[config.mk]
export PLATFORM = sky130hd
export DESIGN_NAME = cantb_top
export DESIGN_NICKNAME = d
export VERILOG_FILES = /design/src/verilog/cantb_pkg.sv /design/src/verilog/cantb_select.sv /design/src/verilog/cantb_frame_fmt.sv /design/src/verilog/cantb_top.sv
export SDC_FILE = /design/constraint.sdc
export NUM_CORES = 1
export LEC_CHECK = 0
export CAP_MARGIN = 40
export CORE_ASPECT_RATIO = 1.4
export CORE_MARGIN = 4
export CORE_UTILIZATION = 30
export DETAILED_ROUTE_END_ITERATION = 6
export DONT_BUFFER_PORTS = 1
export SLEW_MARGIN = 20
export SYNTH_ARGS = -nofsm -noshare
export SYNTH_HDL_FRONTEND = slang
export SYNTH_SLANG_ARGS = --single-unit
[constraint.sdc]
create_clock -name aclk -period 6.1 [get_ports aclk]
set_input_delay 1.22 -clock aclk [delete_from_list [all_inputs] [get_ports aclk]]
set_output_delay 1.22 -clock aclk [all_outputs]
set_load 0.005 [all_outputs]
[src/verilog/cantb_pkg.sv]
// Shared constants and types for the CAN transmit buffer set
package cantb_pkg;
  // ==========================================================================
  // Geometry
  localparam int          NBUF        = 3;
  localparam int          ADDR_W      = 8;
  localparam int          TAG_W       = 29;
  localparam int          PRIO_W      = 8;
  localparam int          LEN_W       = 4;
  localparam logic [3:0]  MAX_LEN     = 4'h8;
  localparam int          NBYTE       = 4;
  // ==========================================================================
  // Register map: buffer n at n * 0x10, control and status behind them
  localparam logic [7:0]  BUF_SPAN    = 8'h30;
  localparam int          BUF_SEL_HI  = 5;
  localparam int          BUF_SEL_LO  = 4;
  localparam logic [3:0]  OFS_INFO    = 4'h0;
  localparam logic [3:0]  OFS_TAG     = 4'h4;
  localparam logic [3:0]  OFS_DATA    = 4'h8;
  localparam logic [7:0]  OFS_CTRL    = 8'h30;
  localparam logic [7:0]  OFS_STAT    = 8'h34;
  // ==========================================================================
  // Field positions
  localparam int          EXT_BIT     = 31;
  localparam int          RTR_BIT     = 30;
  localparam int          LEN_LO      = 16;
  localparam int          PRIO_LO     = 0;
  localparam int          TAG_LO      = 0;
  localparam int          CTRL_MODE   = 0;
  localparam int          CTRL_REQ_LO = 1;
  localparam int          STAT_REL_LO = 0;
  localparam int          STAT_BUSY   = 3;
  // ==========================================================================
  // Bus answers
  localparam logic [1:0]  RESP_OKAY   = 2'h0;
  localparam logic [1:0]  RESP_SLVERR = 2'h2;
  typedef enum logic [2:0] {RK_INFO, RK_TAG, RK_DATA, RK_CTRL, RK_STAT, RK_NONE} cantb_reg_t;
  typedef enum logic {ST_IDLE, ST_SEND} cantb_state_t;
endpackage

[src/verilog/cantb_select.sv]
// Picks the next buffer to send among those awaiting transmission
`timescale 1ns/1ps
module cantb_select
  import cantb_pkg::*;
(
  input  wire logic [NBUF-1:0]   pending,         // Buffers awaiting send
  input  wire logic              prio_mode,       // 1: by priority, 0: by tag
  input  wire logic [PRIO_W-1:0] prio [NBUF],     // Priority fields
  input  wire logic [TAG_W-1:0]  tag  [NBUF],     // Identifier fields
  output logic                   found,           // Some buffer pending
  output logic [1:0]             idx              // Winning buffer
);
  function automatic logic [TAG_W-1:0] key_of(input logic mode, input logic [PRIO_W-1:0] p,
                                                input logic [TAG_W-1:0] t);
    key_of = mode ? TAG_W'(p) : t;
  endfunction

  always_comb begin
    logic [TAG_W-1:0] best;
    best  = '0;
    found = 1'b0;
    idx   = 2'h0;
    // Strict compare in ascending order keeps the lowest number on a tie
    for (int i = 0; i < NBUF; i++) begin
      if (pending[i] && (!found || key_of(prio_mode, prio[i], tag[i]) < best)) begin
        found = 1'b1;
        idx   = 2'(i);
        best  = key_of(prio_mode, prio[i], tag[i]);
      end
    end
  end
endmodule

[src/verilog/cantb_frame_fmt.sv]
// Turns a length code into the sent length and the byte enables
`timescale 1ns/1ps
module cantb_frame_fmt
  import cantb_pkg::*;
(
  input  wire logic [LEN_W-1:0] length_code,      // Length as software wrote it
  input  wire logic             remote,           // Remote frame carries no data
  output logic [LEN_W-1:0]      length_sent,      // Clamped length
  output logic [NBYTE-1:0]      byte_en           // Bytes of data word that go out
);
  function automatic logic [LEN_W-1:0] clamp(input logic [LEN_W-1:0] l);
    clamp = (l > MAX_LEN) ? MAX_LEN : l;
  endfunction

  always_comb begin
    length_sent = clamp(length_code);
    for (int b = 0; b < NBYTE; b++) begin
      byte_en[b] = !remote && (length_sent > LEN_W'(b));
    end
  end
endmodule

[src/verilog/cantb_top.sv]
// CAN transmit buffer set: three locked-while-pending buffers behind AXI4-Lite
// Notes on behaviour
// - Buffer writes only while its status shows released
// - Info bit 31 set sends extended frame
// - Info bit 30 set sends remote frame
// - Length field bits 19..16, reset zero
// - Length above eight sends as eight
// - Priority mode: lowest priority field goes first
// - Ties go to lowest buffer number
// - Identifier bits 28..0 become frame identifier
// - Data bytes one..four, sent only if covered
// - Reserved bits read zero, written zero
// - Writes to locked buffer dropped without notice
//
// The AXI4-Lite interface to the registers and the address map are this design's own decisions.
`timescale 1ns/1ps
module cantb_top
  import cantb_pkg::*;
(
  input  wire logic              aclk,            // System clock
  input  wire logic              aresetn,         // Synchronous reset, low
  input  wire logic [ADDR_W-1:0] awaddr,          // Write address
  input  wire logic              awvalid,         // Write address valid
  output logic                   awready,         // Write address ready
  input  wire logic [31:0]       wdata,           // Write data
  input  wire logic [3:0]        wstrb,           // Write byte strobes
  input  wire logic              wvalid,          // Write data valid
  output logic                   wready,          // Write data ready
  output logic [1:0]             bresp,           // Write response
  output logic                   bvalid,          // Write response valid
  input  wire logic              bready,          // Write response ready
  input  wire logic [ADDR_W-1:0] araddr,          // Read address
  input  wire logic              arvalid,         // Read address valid
  output logic                   arready,         // Read address ready
  output logic [31:0]            rdata,           // Read data
  output logic [1:0]             rresp,           // Read response
  output logic                   rvalid,          // Read data valid
  input  wire logic              rready,          // Read data ready
  output logic                   frame_valid,     // Frame offered to engine
  output logic [1:0]             frame_buffer,    // Buffer being sent
  output logic                   frame_extended,  // Extended format
  output logic                   frame_remote,    // Remote frame
  output logic [TAG_W-1:0]       frame_tag,       // Identifier
  output logic [LEN_W-1:0]       frame_length,    // Length, at most eight
  output logic [NBYTE-1:0]       frame_byte_en,   // Data bytes that go out
  output logic [31:0]            frame_data,      // Bytes one to four
  input  wire logic              frame_done       // Engine finished frame
);
  // ==========================================================================
  // Storage
  logic              ext_reg  [NBUF];
  logic              rtr_reg  [NBUF];
  logic [LEN_W-1:0]  len_reg  [NBUF];
  logic [PRIO_W-1:0] prio_reg [NBUF];
  logic [TAG_W-1:0]  tag_reg  [NBUF];
  logic [31:0]       data_reg [NBUF];
  logic [NBUF-1:0]   pend_reg, pend_next;
  logic              mode_reg, aw_full_reg, w_full_reg, awready_reg, wready_reg, bvalid_reg;
  logic              arready_reg, rvalid_reg, fv_reg, fext_reg, frtr_reg;
  logic              sel_found, wr_fire, wr_ok, launch;
  cantb_state_t      state_reg;
  cantb_reg_t        wr_kind;
  logic [1:0]        act_reg, bresp_reg, rresp_reg, sel_idx, wr_buf;
  logic [ADDR_W-1:0] aw_addr_reg;
  logic [31:0]       w_data_reg, rdata_reg, fdata_reg, info_m, tag_m;
  logic [3:0]        w_strb_reg;
  logic [TAG_W-1:0]  ftag_reg;
  logic [LEN_W-1:0]  flen_reg, sel_len;
  logic [NBYTE-1:0]  fben_reg, sel_ben;
  // ==========================================================================
  // Decode and word helpers
  function automatic cantb_reg_t reg_kind(input logic [ADDR_W-1:0] a);
    logic [ADDR_W-1:0] w;
    w        = {a[ADDR_W-1:2], 2'h0};
    reg_kind = RK_NONE;
    if (w == OFS_CTRL) begin
      reg_kind = RK_CTRL;
    end else if (w == OFS_STAT) begin
      reg_kind = RK_STAT;
    end else if (w < BUF_SPAN) begin
      if (w[3:0] == OFS_INFO) begin
        reg_kind = RK_INFO;
      end else if (w[3:0] == OFS_TAG) begin
        reg_kind = RK_TAG;
      end else if (w[3:0] == OFS_DATA) begin
        reg_kind = RK_DATA;
      end
    end
  endfunction
  function automatic logic [31:0] merge(input logic [31:0] old, input logic [31:0] nw,
                                        input logic [3:0] strb);
    for (int b = 0; b < NBYTE; b++) begin
      merge[b*8 +: 8] = strb[b] ? nw[b*8 +: 8] : old[b*8 +: 8];
    end
  endfunction
  // Reserved info bits stay zero because only fields are ever packed
  function automatic logic [31:0] info_word(input int i);
    info_word = '0;
    info_word[EXT_BIT]             = ext_reg[i];
    info_word[RTR_BIT]             = rtr_reg[i];
    info_word[LEN_LO +: LEN_W]     = len_reg[i];
    info_word[PRIO_LO +: PRIO_W]   = prio_reg[i];
  endfunction
  function automatic logic [31:0] read_word(input logic [ADDR_W-1:0] a);
    int i;
    i         = int'(a[BUF_SEL_HI:BUF_SEL_LO]);
    read_word = '0;
    unique case (reg_kind(a))
      RK_INFO: read_word = info_word(i);
      RK_TAG:  read_word[TAG_LO +: TAG_W] = tag_reg[i];
      RK_DATA: read_word = data_reg[i];
      RK_CTRL: read_word[CTRL_MODE] = mode_reg;
      RK_STAT: begin
        read_word[STAT_REL_LO +: NBUF] = ~pend_reg;
        read_word[STAT_BUSY]           = fv_reg;
      end
      RK_NONE: read_word = '0;
    endcase
  endfunction
  // ==========================================================================
  // AXI4-Lite write path: address and data taken in either order
  assign wr_fire = aw_full_reg && w_full_reg && !bvalid_reg;
  assign wr_kind = reg_kind(aw_addr_reg);
  assign wr_buf  = aw_addr_reg[BUF_SEL_HI:BUF_SEL_LO];
  assign wr_ok   = wr_fire && (wr_kind inside {RK_INFO, RK_TAG, RK_DATA}) && !pend_reg[wr_buf];
  always_ff @(posedge aclk) begin
    if (!aresetn) begin
      aw_full_reg <= 1'b0;
      awready_reg <= 1'b0;
      aw_addr_reg <= '0;
    end else if (awvalid && awready_reg) begin
      aw_full_reg <= 1'b1;
      awready_reg <= 1'b0;
      aw_addr_reg <= awaddr;
    end else begin
      if (wr_fire) begin
        aw_full_reg <= 1'b0;
      end
      awready_reg <= !aw_full_reg && !bvalid_reg;
    end
  end
  always_ff @(posedge aclk) begin
    if (!aresetn) begin
      w_full_reg <= 1'b0;
      wready_reg <= 1'b0;
      w_data_reg <= '0;
      w_strb_reg <= '0;
    end else if (wvalid && wready_reg) begin
      w_full_reg <= 1'b1;
      wready_reg <= 1'b0;
      w_data_reg <= wdata;
      w_strb_reg <= wstrb;
    end else begin
      if (wr_fire) begin
        w_full_reg <= 1'b0;
      end
      wready_reg <= !w_full_reg && !bvalid_reg;
    end
  end
  // Locked writes still answer OKAY: the loss is silent by design
  always_ff @(posedge aclk) begin
    if (!aresetn) begin
      bvalid_reg <= 1'b0;
      bresp_reg  <= RESP_OKAY;
    end else if (wr_fire) begin
      bvalid_reg <= 1'b1;
      bresp_reg  <= (wr_kind == RK_NONE || wr_kind == RK_STAT) ? RESP_SLVERR : RESP_OKAY;
    end else if (bready) begin
      bvalid_reg <= 1'b0;
    end
  end
  // ==========================================================================
  // Buffer contents
  always_ff @(posedge aclk) begin
    if (!aresetn) begin
      for (int i = 0; i < NBUF; i++) begin
        ext_reg[i]  <= 1'b0;
        rtr_reg[i]  <= 1'b0;
        len_reg[i]  <= '0;
        prio_reg[i] <= '0;
        tag_reg[i]  <= '0;
        data_reg[i] <= '0;
      end
    end else if (wr_ok) begin
      unique case (wr_kind)
        RK_INFO: begin
          ext_reg[wr_buf]  <= info_m[EXT_BIT];
          rtr_reg[wr_buf]  <= info_m[RTR_BIT];
          len_reg[wr_buf]  <= info_m[LEN_LO +: LEN_W];
          prio_reg[wr_buf] <= info_m[PRIO_LO +: PRIO_W];
        end
        RK_TAG: tag_reg[wr_buf] <= tag_m[TAG_LO +: TAG_W];
        RK_DATA: data_reg[wr_buf] <= merge(data_reg[wr_buf], w_data_reg, w_strb_reg);
        default: data_reg[wr_buf] <= data_reg[wr_buf];
      endcase
    end
  end
  always_comb begin
    info_m = merge(info_word(int'(wr_buf)), w_data_reg, w_strb_reg);
    tag_m  = merge({3'h0, tag_reg[wr_buf]}, w_data_reg, w_strb_reg);
  end
  // ==========================================================================
  // Control: mode and send requests; a request set beats a done clear
  always_comb begin
    pend_next = pend_reg;
    if (state_reg == ST_SEND && frame_done) begin
      pend_next[act_reg] = 1'b0;
    end
    if (wr_fire && wr_kind == RK_CTRL && w_strb_reg[0]) begin
      pend_next = pend_next | w_data_reg[CTRL_REQ_LO +: NBUF];
    end
  end
  always_ff @(posedge aclk) begin
    if (!aresetn) begin
      pend_reg <= '0;
      mode_reg <= 1'b0;
    end else begin
      pend_reg <= pend_next;
      if (wr_fire && wr_kind == RK_CTRL && w_strb_reg[0]) begin
        mode_reg <= w_data_reg[CTRL_MODE];
      end
    end
  end
  // ==========================================================================
  // AXI4-Lite read path: answer one cycle after the address is taken
  always_ff @(posedge aclk) begin
    if (!aresetn) begin
      arready_reg <= 1'b0;
      rvalid_reg  <= 1'b0;
      rdata_reg   <= '0;
      rresp_reg   <= RESP_OKAY;
    end else if (arvalid && arready_reg) begin
      arready_reg <= 1'b0;
      rvalid_reg  <= 1'b1;
      rdata_reg   <= read_word(araddr);
      rresp_reg   <= (reg_kind(araddr) == RK_NONE) ? RESP_SLVERR : RESP_OKAY;
    end else if (rvalid_reg && rready) begin
      rvalid_reg  <= 1'b0;
      arready_reg <= 1'b1;
    end else if (!rvalid_reg) begin
      arready_reg <= 1'b1;
    end
  end
  // ==========================================================================
  // Selection and the frame handed to the protocol engine
  cantb_select u_select (
    .pending   (pend_reg),
    .prio_mode (mode_reg),
    .prio      (prio_reg),
    .tag       (tag_reg),
    .found     (sel_found),
    .idx       (sel_idx)
  );
  cantb_frame_fmt u_fmt (
    .length_code (len_reg[sel_idx]),
    .remote      (rtr_reg[sel_idx]),
    .length_sent (sel_len),
    .byte_en     (sel_ben)
  );
  assign launch = (state_reg == ST_IDLE) && sel_found;
  // Buffer stays locked until the engine reports the frame finished
  always_ff @(posedge aclk) begin
    if (!aresetn) begin
      state_reg <= ST_IDLE;
      act_reg   <= 2'h0;
      fv_reg    <= 1'b0;
      fext_reg  <= 1'b0;
      frtr_reg  <= 1'b0;
      ftag_reg  <= '0;
      flen_reg  <= '0;
      fben_reg  <= '0;
      fdata_reg <= '0;
    end else begin
      unique case (state_reg)
        ST_IDLE: begin
          if (sel_found) begin
            state_reg <= ST_SEND;
            act_reg   <= sel_idx;
            fv_reg    <= 1'b1;
            fext_reg  <= ext_reg[sel_idx];
            frtr_reg  <= rtr_reg[sel_idx];
            ftag_reg  <= tag_reg[sel_idx];
            flen_reg  <= sel_len;
            fben_reg  <= sel_ben;
            for (int b = 0; b < NBYTE; b++) begin
              fdata_reg[b*8 +: 8] <= sel_ben[b] ? data_reg[sel_idx][b*8 +: 8] : 8'h00;
            end
          end
        end
        ST_SEND: begin
          if (frame_done) begin
            state_reg <= ST_IDLE;
            fv_reg    <= 1'b0;
          end
        end
      endcase
    end
  end
  assign awready        = awready_reg;
  assign wready         = wready_reg;
  assign bvalid         = bvalid_reg;
  assign bresp          = bresp_reg;
  assign arready        = arready_reg;
  assign rvalid         = rvalid_reg;
  assign rdata          = rdata_reg;
  assign rresp          = rresp_reg;
  assign frame_valid    = fv_reg;
  assign frame_buffer   = act_reg;
  assign frame_extended = fext_reg;
  assign frame_remote   = frtr_reg;
  assign frame_tag      = ftag_reg;
  assign frame_length   = flen_reg;
  assign frame_byte_en  = fben_reg;
  assign frame_data     = fdata_reg;
  // ==========================================================================
  // Checks
  logic lower_key, tie_lower, rd_info_reg;
  always_comb begin
    lower_key = 1'b0;
    tie_lower = 1'b0;
    for (int j = 0; j < NBUF; j++) begin
      if (pend_reg[j]) begin
        if (mode_reg ? prio_reg[j] < prio_reg[sel_idx] : tag_reg[j] < tag_reg[sel_idx]) begin
          lower_key = 1'b1;
        end
        if ((mode_reg ? prio_reg[j] == prio_reg[sel_idx] : tag_reg[j] == tag_reg[sel_idx])
            && j < int'(sel_idx)) begin
          tie_lower = 1'b1;
        end
      end
    end
  end
  always_ff @(posedge aclk) begin
    if (!aresetn) begin
      rd_info_reg <= 1'b0;
    end else if (arvalid && arready_reg) begin
      rd_info_reg <= (reg_kind(araddr) == RK_INFO);
    end
  end
endmodule

Yosys cells after proc, flatten, opt, wreduce, memory -nomap -nowiden
Memory sizes are Yosys's and may differ from the RTL's. A register that Yosys moved wholly into a read port is not among the register bits.
Index checks and enable logic that the tools add are counted.
{ "totals": {"ramBits": 114, "ff_bits": 276, "mem_count": 4, "word_cells": 269, "out_inout_bits": 115} }
{ "classes": {"bitwise_logic": 14, "n_lt_le_gt_ge": 17, "n_reduce_logical": 60, "eq_ne": 28, "mux": 117} }
{ "mem_list": {"columns": ["name", "words", "word_bits", "read_ports", "rd_clocked_by_memory_dff", "write_ports", "line", "rtl"], "rows": [
  ["data_reg", 3, 32, 2, 0, 3, "cantb_top.sv:56", "logic [31:0] data_reg [NBUF];"],
  ["len_reg", 3, 4, 2, 0, 3, "cantb_top.sv:53", "logic [LEN_W-1:0] len_reg [NBUF];"],
  ["ext_reg", 3, 1, 2, 1, 3, "cantb_top.sv:51", "logic ext_reg [NBUF];"],
  ["rtr_reg", 3, 1, 2, 0, 3, "cantb_top.sv:52", "logic rtr_reg [NBUF];"]
]} }
{ "ops": {"columns": ["operator", "n"], "rows": [
  ["$mux 29", 12],
  ["$mux 8", 22],
  ["$bmux 29 s2", 3],
  ["$bwmux 87", 1],
  ["$pmux 25 s3", 1],
  ["$ge 32x3->1 const B", 2],
  ["$not 2->32", 2],
  ["$demux 29 s2", 1],
  ["$lt 29x29->1", 2],
  ["$mux 3", 16],
  ["$mux 1", 37],
  ["$bmux 8 s2", 2],
  ["$mux 32", 1],
  ["$reduce_or 32->1", 1],
  ["$bwmux 24", 1],
  ["$eq 6x4->1 const B", 4],
  ["$reduce_and 2->1", 11],
  ["$logic_and 1x1->1", 21],
  ["$demux 8 s2", 1],
  ["$lt 8x6->1 const B", 2],
  ["$mux 4", 4],
  ["$mux 2", 7],
  ["$eq 3x2->1 const B", 4],
  ["$eq 3x3->1 const B", 4],
  ["37 further kinds", 74]
]} }

Longest topological paths before layout
Gate-level depths: netlist of the first run.
{ "depth": {"word_depth": 18, "mapped_depth": 28, "depth_no_buf": 20} }

Modules after synthesis
Synthesis of the first run repeated with hierarchy kept, for this count alone.
{ "unflattened": {"hier_cells": 2127, "area_unflattened_um2": 22252.6} }
{ "modules_own_cells": {"columns": ["module", "instances", "cells_per_inst", "area_each_um2"], "rows": [
  ["cantb_top", 1, 1807, 19797.7],
  ["cantb_select", 1, 308, 2391.0],
  ["cantb_frame_fmt", 1, 12, 63.8]
]} }

Worst setup path after synthesis of the first run
Ideal clock, no wire load.
{ "synth_timing": {"path_kind": "register to register", "from": "reg mode_reg", "to": "reg fdata_reg[0], in the netlist frame_data[0]", "t_required_ns": 6.041, "t_arrival_ns": 6.108, "setup_slack_ns": -0.067, "path_stages_with_launch": 27, "period_less_slack_ns": 6.167, "n_path_buf": 8, "cell_sequence": "dfxtp_1 buf_2 buf_1 clkbuf_1 nor2b_1 ha_1 a21oi_1 o21ai_0 a22o_1 nor4_1 o21a_1 buf_2 buf_2 clkbuf_1 clkbuf_1 a21oi_1 ha_1 and4_1 a2111oi_2 o31ai_1 a2111oi_2 o22a_1 a21bo_2 a2111oi_4 o311a_1 buf_4 a22o_1"} }
{ "synth_via": {"elab_chain_len": 16} }
{ "synth_rtl": {"columns": ["element", "line", "rtl"], "rows": [
  ["from (decl)", "cantb_top.sv:58", "logic mode_reg, aw_full_reg, w_full_reg, awready_reg, wready_reg, bvalid_reg;"],
  ["from (signal assigned)", "cantb_top.sv:220", "mode_reg <= w_data_reg[CTRL_MODE];"],
  ["$mux 29", "cantb_select.sv:15", "key_of = mode ? TAG_W'(p) : t;"],
  ["$mux 29", "cantb_select.sv:25", "if (pending[i] && (!found || key_of(prio_mode, prio[i], tag[i]) < best)) begin"],
  ["$lt 29x29->1", "cantb_select.sv:25", null],
  ["$logic_or 1x1->1", "cantb_select.sv:25", null],
  ["$logic_and 1x1->1", "cantb_select.sv:25", null],
  ["$mux 29 / $mux 1 (equally long branches)", "cantb_select.sv:25", null],
  ["$lt 29x29->1 / $logic_not 1->1 (equally long branches)", "cantb_select.sv:25", null],
  ["$logic_or 1x1->1", "cantb_select.sv:25", null],
  ["$logic_and 1x1->1", "cantb_select.sv:25", null],
  ["$mux 2", "cantb_select.sv:25", null],
  ["$mem_v2 3x4", null, null],
  ["$gt 4x4->1", "cantb_frame_fmt.sv:12", "clamp = (l > MAX_LEN) ? MAX_LEN : l;"],
  ["$mux 4", "cantb_frame_fmt.sv:12", null],
  ["$gt 4x1->1", "cantb_frame_fmt.sv:18", "byte_en[b] = !remote && (length_sent > LEN_W'(b));"],
  ["$logic_and 1x1->1", "cantb_frame_fmt.sv:18", null],
  ["$mux 8", "cantb_top.sv:286", "fdata_reg[b*8 +: 8] <= sel_ben[b] ? data_reg[sel_idx][b*8 +: 8] : 8'h00;"],
  ["to (signal, indexed assignment)", "cantb_top.sv:286", null],
  ["to (decl)", "cantb_top.sv:65", "logic [31:0] w_data_reg, rdata_reg, fdata_reg, info_m, tag_m;"]
]} }
Several ways; a longest one is shown, not always the timed one.
A chain may end at the register's enable or synchronous reset.

Final worst setup path of the first run
{ "layout_timing": {"from": "reg pend_reg[0]", "to": "reg fdata_reg[1], in the netlist frame_data[1]"} }
{ "layout_via": {"elab_chain_len": 15} }
{ "layout_rtl": {"columns": ["element", "line", "rtl"], "rows": [
  ["from (decl)", "cantb_top.sv:57", "logic [NBUF-1:0] pend_reg, pend_next;"],
  ["from (signal assigned)", "cantb_top.sv:218", "pend_reg <= pend_next;"],
  ["$mux 29 / $mux 1 (equally long branches)", "cantb_select.sv:25", null],
  ["$lt 29x29->1 / $logic_not 1->1 (equally long branches)", "cantb_select.sv:25", null],
  ["$logic_or 1x1->1", "cantb_select.sv:25", null],
  ["$logic_and 1x1->1", "cantb_select.sv:25", null],
  ["$mux 29 / $mux 1 (equally long branches)", "cantb_select.sv:25", null],
  ["$lt 29x29->1 / $logic_not 1->1 (equally long branches)", "cantb_select.sv:25", null],
  ["$logic_or 1x1->1", "cantb_select.sv:25", null],
  ["$logic_and 1x1->1", "cantb_select.sv:25", null],
  ["$mux 2", "cantb_select.sv:25", null],
  ["$mem_v2 3x4", null, null],
  ["$gt 4x4->1", "cantb_frame_fmt.sv:12", null],
  ["$mux 4", "cantb_frame_fmt.sv:12", null],
  ["$gt 4x1->1", "cantb_frame_fmt.sv:18", null],
  ["$logic_and 1x1->1", "cantb_frame_fmt.sv:18", null],
  ["$mux 8", "cantb_top.sv:286", null]
]} }
Several ways; a longest one is shown, not always the timed one.

==> impl_metrics.env, run 1 <==
export IMPL_hold_class="reg -> reg"
export IMPL_yosysSeqAreaShare=0.458
export IMPL_dpl_cell_area_um2=23300
export IMPL_path_class="reg -> reg"
export IMPL_cts_setup_buffers=0
export IMPL_worst_pin_slew_ns=0.853
export IMPL_synth_edf_count=146
export IMPL_core_area_um2=71700
export IMPL_grt_pass1_wl_um=109000
export IMPL_nets=2489
export IMPL_yosysTopAreaCellShare=0.257
export IMPL_yosysWarnings=0
export IMPL_status="finished, final reports clean"
export IMPL_dieWidth_um=236
export IMPL_async_reset_ff_frac=0
export IMPL_antenna_found_initial=7
export IMPL_routabilityCongestion=0.874
export IMPL_fmax_ghz=0.173
export IMPL_final_common_cell="nand2_1"
export IMPL_numCtsBuffers=40
export IMPL_clock_latency_ns=0.58
export IMPL_rsz0062_at_grt="false"
export IMPL_path_max_fanout=22
export IMPL_synth_largest_area_cell="dfxtp_1"
export IMPL_ant_nets=0
export IMPL_grtUsageTotal=0.182
export IMPL_worst_ep_arrival_time_ns=6.29
export IMPL_dp_hpwl_um=50500
export IMPL_drcViolationCount=0
export IMPL_finalHoldViolCount=0
export IMPL_numPortBuffers=0
export IMPL_irDropWorstVdd_mv=0.219
export IMPL_cts_root_buf="clkbuf_16"
export IMPL_finalWirelength_um=73000
export IMPL_maxCapViolCount=0
export IMPL_min_to="awready"
export IMPL_reg2reg_to="frame_data[1]"
export IMPL_die_h_um=327
export IMPL_grt_pass1_vias=17500
export IMPL_setup_tns_ns=0
export IMPL_required_ns=6.61
export IMPL_worstHoldStart="aw_full_reg"
export IMPL_p_leak_nw=9.12
export IMPL_crit_start="pend_reg[0]"
export IMPL_fin_crit_ns=5.78
export IMPL_setup_viol=0
export IMPL_start_util=0.303
export IMPL_die_area_um2=77000
export IMPL_synth_area_leaders="dfxtp_1, edfxtp_1, mux2i_1"
export IMPL_cp_end_kind="flip-flop"
export IMPL_maxSlewViolCount=0
export IMPL_via_per_inst=5.30
export IMPL_area_growth_pct=13.7
export IMPL_cts_htree_levels=2
export IMPL_ios=175
export IMPL_r2r_start="pend_reg[0]"
export IMPL_cts_tree="yes"
export IMPL_drt_initial_drc_count=1383
export IMPL_design_area_um2=24700
export IMPL_multi_input_area_um2=11200
export IMPL_hold_depth=1
export IMPL_layout_common_cells="nand2_1, a21oi_1, dfxtp_1"
export IMPL_largest_reg_flops=128
export IMPL_start_kind="flip-flop"
export IMPL_dr_total_vias=17800
export IMPL_cellPowerDensity_nw_per_um2=242
export IMPL_fin_crit_sh=0.948
export IMPL_grt_remaining_overflow=0
export IMPL_ys_seq_elements=425
export IMPL_netlist_area_um2=21800
export IMPL_grt_max_degree=102
export IMPL_reg2reg_depth=25
export IMPL_cts_path_max_buffers=3
export IMPL_rows=116
export IMPL_drive_above_1_share=0.106
export IMPL_max_slew_margin=0.431
export IMPL_drt_pass1_iter_count=7
export IMPL_clock_skew_ns=0.0296
export IMPL_syn_area_per_cell_um2=9.11
export IMPL_r2r_slack_ns=0.32
export IMPL_cts_clk_slew_worst_paths_ns=0.07
export IMPL_wl_per_cell_um=21.8
export IMPL_seq_area_um2=9970
export IMPL_ys_types=61
export IMPL_syn_inst=2388
export IMPL_synth_flop_cell="dfxtp_1"
export IMPL_fillers=7375
export IMPL_cts_sinks=425
-- layer usage --
metal,share of wire,track usage
met5,0.00036,0
met4,0.051,0.0906
met3,0.074,0.0479
met2,0.49,0.313
met1,0.39,0.209
-- power by group --
part / switching, mW / internal [mW] / leakage, nW / total (mW)
Sequential: 0.0556 / 2.98 / 3.76 / 3.04
Clock: 1.16 / 1.52 / 0.687 / 2.68
Combinational: 0.185 / 0.0976 / 4.67 / 0.283
Total: 1.40 / 4.60 / 9.12 / 6.00
-- cells in the mapped netlist, types with 3 or more instances --
| library cell | n |
|---|---|
| clkbuf_1 | 141 |
| inv_1 | 30 |
| nand4_1 | 12 |
| mux4_2 | 41 |
| a21oi_1 | 299 |
| and2_1 | 7 |
| o31ai_1 | 6 |
| buf_2 | 12 |
| buf_1 | 32 |
| a2111oi_0 | 3 |
| nor2_1 | 215 |
| o211ai_1 | 7 |
| a211o_1 | 31 |
| ha_1 | 56 |
| buf_4 | 3 |
| a21o_1 | 17 |
| nand3_1 | 24 |
| a22oi_1 | 7 |
| o21a_1 | 4 |
| nand2b_1 | 6 |
| o21ai_0 | 90 |
| and3_1 | 99 |
| edfxtp_1 | 146 |
| nor2b_1 | 49 |
| a22o_1 | 47 |
| mux2i_1 | 166 |
| or2_2 | 3 |
| o22ai_1 | 5 |
| nand2_1 | 424 |
| nor4_1 | 9 |
| a211oi_1 | 31 |
| nor3_1 | 26 |
| mux2_2 | 27 |
| dfxtp_1 | 279 |
-- cells by family (layout without fill, tap and decap cells) --
kind of cell,Yosys count,count (layout),synth area share
DFF,425,425,0.458
AOI/OAI and AO/OA,570,570,0.159
and+or+nand+nor,882,882,0.178
muxes,234,234,0.133
other,1,47,0.000172
buffers and inverters,220,197,0.0392
adders and majority gates,56,56,0.0322
-- layout make-up --
class,count,area share
diodes,7,0.000708
clock buffers,55,0.0468
clock inverters,18,0.00956
inverters,32,0.00506
multi-input cells,1782,0.451
flip-flops and latches,425,0.403
well taps,944,0.0477
repair buffers,92,0.0359
-- how the worst max path moves through the flow --
stage	to	cells past startpoint	slack, ns
after floorplan	frame_data[0]	26	0.06
after global placement	frame_data[4]	25	0.40
final	frame_data[1]	25	0.32
after detailed placement	frame_data[1]	25	0.39
after global routing	frame_tag[10]	27	0.0008
after CTS	frame_data[1]	25	0.33
-- critical path, cell delays in order (launching register included) --
cell	delay, ns
dfxtp_1	0.35
nor2b_1	0.23
buf_12	0.22
nand2_1	0.09
ha_1	0.32
nand4_1	0.18
nor4_1	0.35
buf_4	0.18
inv_1	0.04
a211o_1	0.29
o21a_4	0.18
buf_4	0.20
nor2_1	0.09
a21oi_1	0.05
ha_1	0.31
a21o_1	0.17
a2111oi_1	0.43
o31ai_1	0.19
nor3_2	0.25
buf_4	0.15
o22a_1	0.15
a21bo_2	0.27
a2111oi_4	0.42
o311a_1	0.30
buf_12	0.15
a22o_1	0.12
-- through the flow --
stage | utilization | cells | setup WS, ns | power [mW] | hold slack, ns
floorplan | - | 2427 | 0.0581 | 3.29 | 0.418
global placement | 0.323 | 3264 | 0.398 | 3.37 | 0.432
detailed placement | 0.325 | 3273 | 0.386 | 3.38 | 0.433
CTS | 0.344 | 3346 | 0.330 | 6.05 | 0.445
global route | 0.345 | 3348 | 0.000767 | 6.17 | 0.477
finish | 0.345 | 3355 | 0.320 | 6.00 | 0.444
-- what timing repair did --
action | 4_1_cts | 5_1_grt
endpoints found under the hold margin | 0 | 0
hold buffers | 0 | 0
gates resized for setup | 0 | 2
endpoints found under the setup margin | 0 | 35
Note: power is estimated with default switching activity, not from simulation.
==> run 2: changes to the inputs <==
- BUFFER_PORTS_ARGS: default -> -buffer_cell sky130_fd_sc_hd__buf_2
- DONT_BUFFER_PORTS: 1 -> default
- HOLD_SLACK_MARGIN: default -> 0.05
- PLACE_DENSITY_LB_ADDON: default -> 0.25
==> run 2 against run 1 <==
  * Fmax barely moved
  * Sequential power barely moved
  * Setup slack got worse by 0.0052 ns
  * Clock skew fell by 0.012 ns
  * First-iteration DRC count fell by 1.0%
  * Flip-flop and latch count did not move
  * Count of clock-buffer cells in the layout rose by 6
  * Final area rose by 2.7%
  * Critical endpoint is now frame_data[5]
  * Highest routed layer is now met4
==> impl_metrics.env, run 2 (synthesized netlist as in run 1, its figures left out) <==
export IMPL_status="finished, final reports clean"
export IMPL_fin_util=0.354
export IMPL_worst_pin_slew_ns=0.874
export IMPL_drt_pass1_iter_count=6
export IMPL_ios=175
export IMPL_instances_no_fill=3501
export IMPL_largest_reg_flops=128
export IMPL_nets=2641
export IMPL_hold_depth=2
export IMPL_cts_path_max_buffers=3
export IMPL_cp_top_family="compound AO/OA/AOI/OAI gates"
export IMPL_grtUsageTotal=0.192
export IMPL_hold_class="reg -> reg"
export IMPL_place_inst=3423
export IMPL_r2r_start="mode_reg"
export IMPL_cts_root_buf="clkbuf_16"
export IMPL_routabilityCongestion=0.889
export IMPL_crit_buf_inv=5
export IMPL_crit_top_cell="buf_4"
export IMPL_cp_end_kind="flip-flop"
export IMPL_grt_pass1_wl_um=115000
export IMPL_cellPowerDensity_nw_per_um2=237
export IMPL_rows=116
export IMPL_cts_sinks=425
export IMPL_irDropWorstVdd_mv=0.181
export IMPL_numPortBuffers=168
export IMPL_cpPeakStageDelay_ns=0.45
export IMPL_core_area_um2=71700
export IMPL_antenna_found_initial=1
export IMPL_crit_chain="nor2b_1 > buf_12 > nand2_1 > ha_1 > a21oi_1 > o21ai_0 > a22o_1 > nor4_1 > buf_4 > o21a_4 > buf_4 > a21oi_1 > ha_1 > nand2_1 > o21bai_1 > o2111a_1 > o211a_1 > o221a_2 > a211oi_1 > buf_4 > a2111oi_4 > o311a_1 > buf_12 > a22o_1"
export IMPL_area_growth_pct=16.8
export IMPL_r2r_slack_ns=0.31
export IMPL_min_to="frame_data[9]"
export IMPL_numCtsBuffers=41
export IMPL_path_max_fanout=25
export IMPL_finalHoldViolCount=0
export IMPL_worstHoldStart="frame_data[9]"
export IMPL_dp_hpwl_um=53700
export IMPL_ant_nets=0
export IMPL_rsz0062_at_grt="false"
export IMPL_drt_initial_drc_count=1369
export IMPL_setup_tns_ns=0
export IMPL_cts_clk_slew_worst_paths_ns=0.07
export IMPL_max_slew_margin=0.413
export IMPL_final_common_cell="nand2_1"
export IMPL_required_ns=6.60
export IMPL_clock_skew_ns=0.0175
export IMPL_drive_above_1_share=0.155
export IMPL_crit_slowest_cell="a2111oi_4"
export IMPL_grt_pass1_vias=18500
export IMPL_fin_crit_sh=0.948
export IMPL_cts_htree_levels=2
export IMPL_finalWirelength_um=77300
export IMPL_fin_crit_ns=5.79
export IMPL_grt_max_degree=92
export IMPL_total_power_mw=6.02
export IMPL_path_class="reg -> reg"
export IMPL_cts_tree="yes"
export IMPL_drcViolationCount=0
export IMPL_maxCapViolCount=0
export IMPL_setup_viol=0
export IMPL_start_kind="flip-flop"
export IMPL_diodes=0
export IMPL_maxSlewViolCount=0
export IMPL_start_util=0.303
export IMPL_fmax_ghz=0.173
export IMPL_wl_per_cell_um=22.1
export IMPL_dieWidth_um=236
export IMPL_p_leak_nw=9.83
export IMPL_layout_common_cells="nand2_1, a21oi_1, dfxtp_1"
export IMPL_grt_remaining_overflow=0
export IMPL_dr_total_vias=18500
export IMPL_worst_ep_arrival_time_ns=6.29
export IMPL_die_area_um2=77000
export IMPL_clock_latency_ns=0.57
export IMPL_die_h_um=327
export IMPL_reg2reg_to="frame_data[5]"
export IMPL_via_per_inst=5.28
export IMPL_reg2reg_depth=24
export IMPL_holdBufCountCts=0
==> run 2: changes by cell type in the layout (fill, tap and decap cells not counted), moves of 2 or more <==
cell       before  now
clkbuf_1        5   14
buf_8           0    2
clkinv_1        2    7
buf_2           1  166
buf_4          75   61
diode_2         7    0
clkinv_4        3    1
clkbuf_8       10    3
clkbuf_16      40   44
clkinv_2        5    2
==> run 2: worst max path at each step <==
stage,slack (ns),depth (start not counted),to,startpoint
after global placement,0.30,24,frame_data[30],mode_reg
after CTS,0.17,24,frame_data[5],mode_reg
after floorplan,0.06,26,frame_data[0],pend_reg[0]
after detailed placement,0.23,24,frame_data[30],mode_reg
after global routing,0.007,26,frame_data[24],pend_reg[0]
final,0.31,24,frame_data[5],mode_reg
==> run 2: tightest hold or removal path, stage by stage (launching register included) <==
cell,delay [ns]
dfxtp_1,0.32
nand2_1,0.05
o21ai_0,0.05
==> run 2: report_power, final <==
group          switching (mW)  internal [mW]  leakage (nW)  total, mW
clock network            1.14           1.49         0.653       2.63
registers              0.0492           2.98          3.76       3.03
logic                   0.243          0.116          5.42      0.359
total                    1.43           4.59          9.83       6.02
==> run 2: final cells by class <==
| type | instances | area (um2) |
|---|---|---|
| Fill cell | 7329 | 46300 |
| Multi-Input combinational cell | 1782 | 11200 |
| Sequential cell | 425 | 9970 |
| Timing Repair Buffer | 243 | 1610 |
| Clock buffer | 61 | 1190 |
| Tap cell | 944 | 1180 |
| Clock inverter | 14 | 146 |
| Inverter | 32 | 125 |
==> run 2: stage by stage <==
stage / cell area [um2] / setup slack [ns] / hold WS [ns]
floorplan: 21900 / 0.0581 / 0.418
global placement: 23800 / 0.296 / 0.422
detailed placement: 24000 / 0.227 / 0.441
CTS: 25300 / 0.174 / 0.452
global route: 25400 / 0.00700 / 0.466
finish: 25400 / 0.315 / 0.449
==> run 2: what timing repair did <==
action / in CTS / in global routing
setup buffers: 0 / 1
gates resized for setup: 0 / 3
setup endpoints to repair: 0 / 35
==> run 2: metal layers <==
layer  global-route usage  vias up  share of wire
li1                     -     8744              -
met1                0.228     8988           0.40
met2                0.346      611           0.50
met3               0.0334      154          0.060
met4               0.0714        0          0.037
met5                    0        -              0
==> run 3: changes to the inputs <==
- CAP_MARGIN: 40 -> 20
- MAX_ROUTING_LAYER: default -> met4
==> run 3 against run 2 <==
  * Clock skew increased by 0.0082 ns
  * Clock power about the same
  * Die area unchanged
  * Count of clock-buffer cells in the layout increased by 6
  * Critical path depth decreased by 2
  * Via count increased by 0.55%
  * Final area decreased by 0.55%
  * Largest cell class unchanged
  * Largest power group unchanged
==> impl_metrics.env, run 3 (synthesized netlist as in run 1, its figures left out) <==
export IMPL_p_leak_nw=9.77
export IMPL_cp_end_kind="flip-flop"
export IMPL_clock_latency_ns=0.58
export IMPL_seq_power_share=0.509
export IMPL_cts_setup_buffers=0
export IMPL_path_class="reg -> reg"
export IMPL_cellPowerDensity_nw_per_um2=236
export IMPL_ant_nets=0
export IMPL_numPortBuffers=168
export IMPL_status="finished, final reports clean"
export IMPL_setup_tns_ns=0
export IMPL_cpPeakStageDelay_ns=0.50
export IMPL_cp_top_family="compound AO/OA/AOI/OAI gates"
export IMPL_grt_pass1_vias=18300
export IMPL_drcViolationCount=0
export IMPL_crit_buf_inv=3
export IMPL_rsz0062_at_grt="false"
export IMPL_grt_remaining_overflow=0
export IMPL_layout_common_cells="nand2_1, a21oi_1, dfxtp_1"
export IMPL_numCtsBuffers=42
export IMPL_dieWidth_um=236
export IMPL_wl_per_cell_um=22.2
export IMPL_hold_depth=2
export IMPL_cts_htree_levels=2
export IMPL_crit_chain="buf_12 > mux2_2 > ha_1 > nand4_1 > a311oi_1 > o21ai_1 > a211o_1 > o21a_4 > nor2_1 > a21oi_1 > ha_1 > and4_1 > a2111oi_2 > o31ai_2 > a2111oi_4 > buf_4 > o22a_1 > a21bo_2 > a2111oi_4 > o311a_1 > buf_12 > a22o_1"
export IMPL_cts_root_buf="clkbuf_16"
export IMPL_dp_hpwl_um=53400
export IMPL_cts_sinks=425
export IMPL_crit_slowest_cell="a2111oi_4"
export IMPL_start_kind="flip-flop"
export IMPL_maxCapViolCount=0
export IMPL_finalHoldViolCount=0
export IMPL_net_switching_power_mw=1.44
export IMPL_cts_clk_slew_worst_paths_ns=0.07
export IMPL_place_inst=3415
export IMPL_max_slew_margin=0.269
export IMPL_irDropWorstVdd_mv=0.134
export IMPL_reg2reg_depth=22
export IMPL_power_internal_mw=4.54
export IMPL_dr_total_vias=18600
export IMPL_reg2reg_to="frame_data[2]"
export IMPL_hold_class="reg -> reg"
export IMPL_setup_viol=0
export IMPL_holdWs_ns=0.443
export IMPL_nets=2633
export IMPL_routabilityCongestion=0.900
export IMPL_required_ns=6.61
export IMPL_worstHoldStart="frame_byte_en[1]"
export IMPL_via_per_inst=5.32
export IMPL_grt_max_degree=95
export IMPL_total_power_mw=5.98
export IMPL_cts_tree="yes"
export IMPL_cp_num_cells=22
export IMPL_start_util=0.303
export IMPL_maxSlewViolCount=0
export IMPL_worst_pin_slew_ns=1.09
export IMPL_diodes=0
export IMPL_core_area_um2=71700
export IMPL_min_to="frame_byte_en[1]"
export IMPL_die_h_um=327
export IMPL_rows=116
export IMPL_largest_reg_flops=128
export IMPL_worst_ep_arrival_time_ns=6.28
export IMPL_drive_above_1_share=0.156
export IMPL_instances_no_fill=3495
export IMPL_antenna_found_initial=3
export IMPL_area_growth_pct=16.1
export IMPL_fin_crit_ns=5.77
export IMPL_clock_skew_ns=0.0257
export IMPL_fin_crit_sh=0.946
export IMPL_cts_path_max_buffers=3
export IMPL_r2r_slack_ns=0.33
export IMPL_drt_pass1_iter_count=6
export IMPL_r2r_start="mode_reg"
export IMPL_combPwrFrac=0.057
export IMPL_grtUsageTotal=0.196
export IMPL_grt_pass1_wl_um=115000
export IMPL_finalWirelength_um=77500
export IMPL_fmax_ghz=0.173
export IMPL_die_area_um2=77000
export IMPL_dpl_cell_area_um2=23800
export IMPL_clkPwrFrac=0.434
export IMPL_drt_initial_drc_count=1488
export IMPL_final_common_cell="nand2_1"
export IMPL_path_max_fanout=16
export IMPL_design_area_um2=25300
export IMPL_ios=175
export IMPL_swShare=0.240
## run 3: cell types whose count changed in the layout (fill, tap and decap cells not counted), moves of 2 or more
cell / delta
clkbuf_1: +3
clkinv_8: +2
buf_16: -2
clkinv_2: +3
buf_4: -2
buf_8: -2
buf_12: -6
clkinv_1: -6
clkbuf_2: +3
## run 3: metal layers
layer  part of all wire  vias to the layer above  GRT usage  wire length [um]
met4              0.049                        0     0.0843              3800
li1                   -                     8742          -                 -
met2               0.49                      625      0.330             37700
met3              0.064                      199     0.0365              4990
met5                  0                        -          -                 0
met1               0.40                     9032      0.231             31000
## run 3: how the worst max path moves through the flow
stage                      to         from  slack [ns]
2_1_floorplan   frame_data[0]  pend_reg[0]        0.06
3_3_place_gp    frame_data[2]  pend_reg[0]        0.12
3_5_place_dp   frame_data[22]  pend_reg[0]        0.10
4_1_cts         frame_data[2]  pend_reg[0]        0.05
5_1_grt        frame_data[21]     mode_reg        0.01
6_report        frame_data[2]     mode_reg        0.33
## run 3: power groups by stage
stage / sequential [mW] / clock [mW] / combinational [mW]
final: 3.04 / 2.60 / 0.341
after global routing: 3.04 / 2.77 / 0.366
after CTS: 3.04 / 2.66 / 0.343
after detailed placement: 3.10 / 0 / 0.342
after floorplan: 3.07 / 0 / 0.222
after global placement: 3.10 / 0 / 0.337
## run 3: per-stage QoR
step                      worst slack (ns)   util
after global routing                0.0117  0.352
after CTS                           0.0543  0.351
after floorplan                     0.0581      -
after detailed placement             0.102  0.333
after global placement               0.119  0.332
final                                0.330  0.352
## run 3: worst register-to-register path, stage by stage (launching register included)
cell	delay (ns)
dfxtp_2	0.44
buf_12	0.21
mux2_2	0.39
ha_1	0.33
nand4_1	0.17
a311oi_1	0.25
o21ai_1	0.14
a211o_1	0.34
o21a_4	0.20
nor2_1	0.12
a21oi_1	0.05
ha_1	0.31
and4_1	0.19
a2111oi_2	0.38
o31ai_2	0.18
a2111oi_4	0.29
buf_4	0.19
o22a_1	0.14
a21bo_2	0.29
a2111oi_4	0.50
o311a_1	0.32
buf_12	0.15
a22o_1	0.13
## run 3: layout make-up
cell class / instances / area, um2
Fill cell: 7367 / 46400
Multi-Input combinational cell: 1782 / 11200
Sequential cell: 425 / 9970
Timing Repair Buffer: 234 / 1460
Clock buffer: 67 / 1200
Tap cell: 944 / 1180
Clock inverter: 11 / 133
Inverter: 32 / 125
## run 3: what timing repair did
action	4_1_cts	5_1_grt
setup endpoints to repair	0	37
gates resized for setup	0	8
hold buffers	0	0
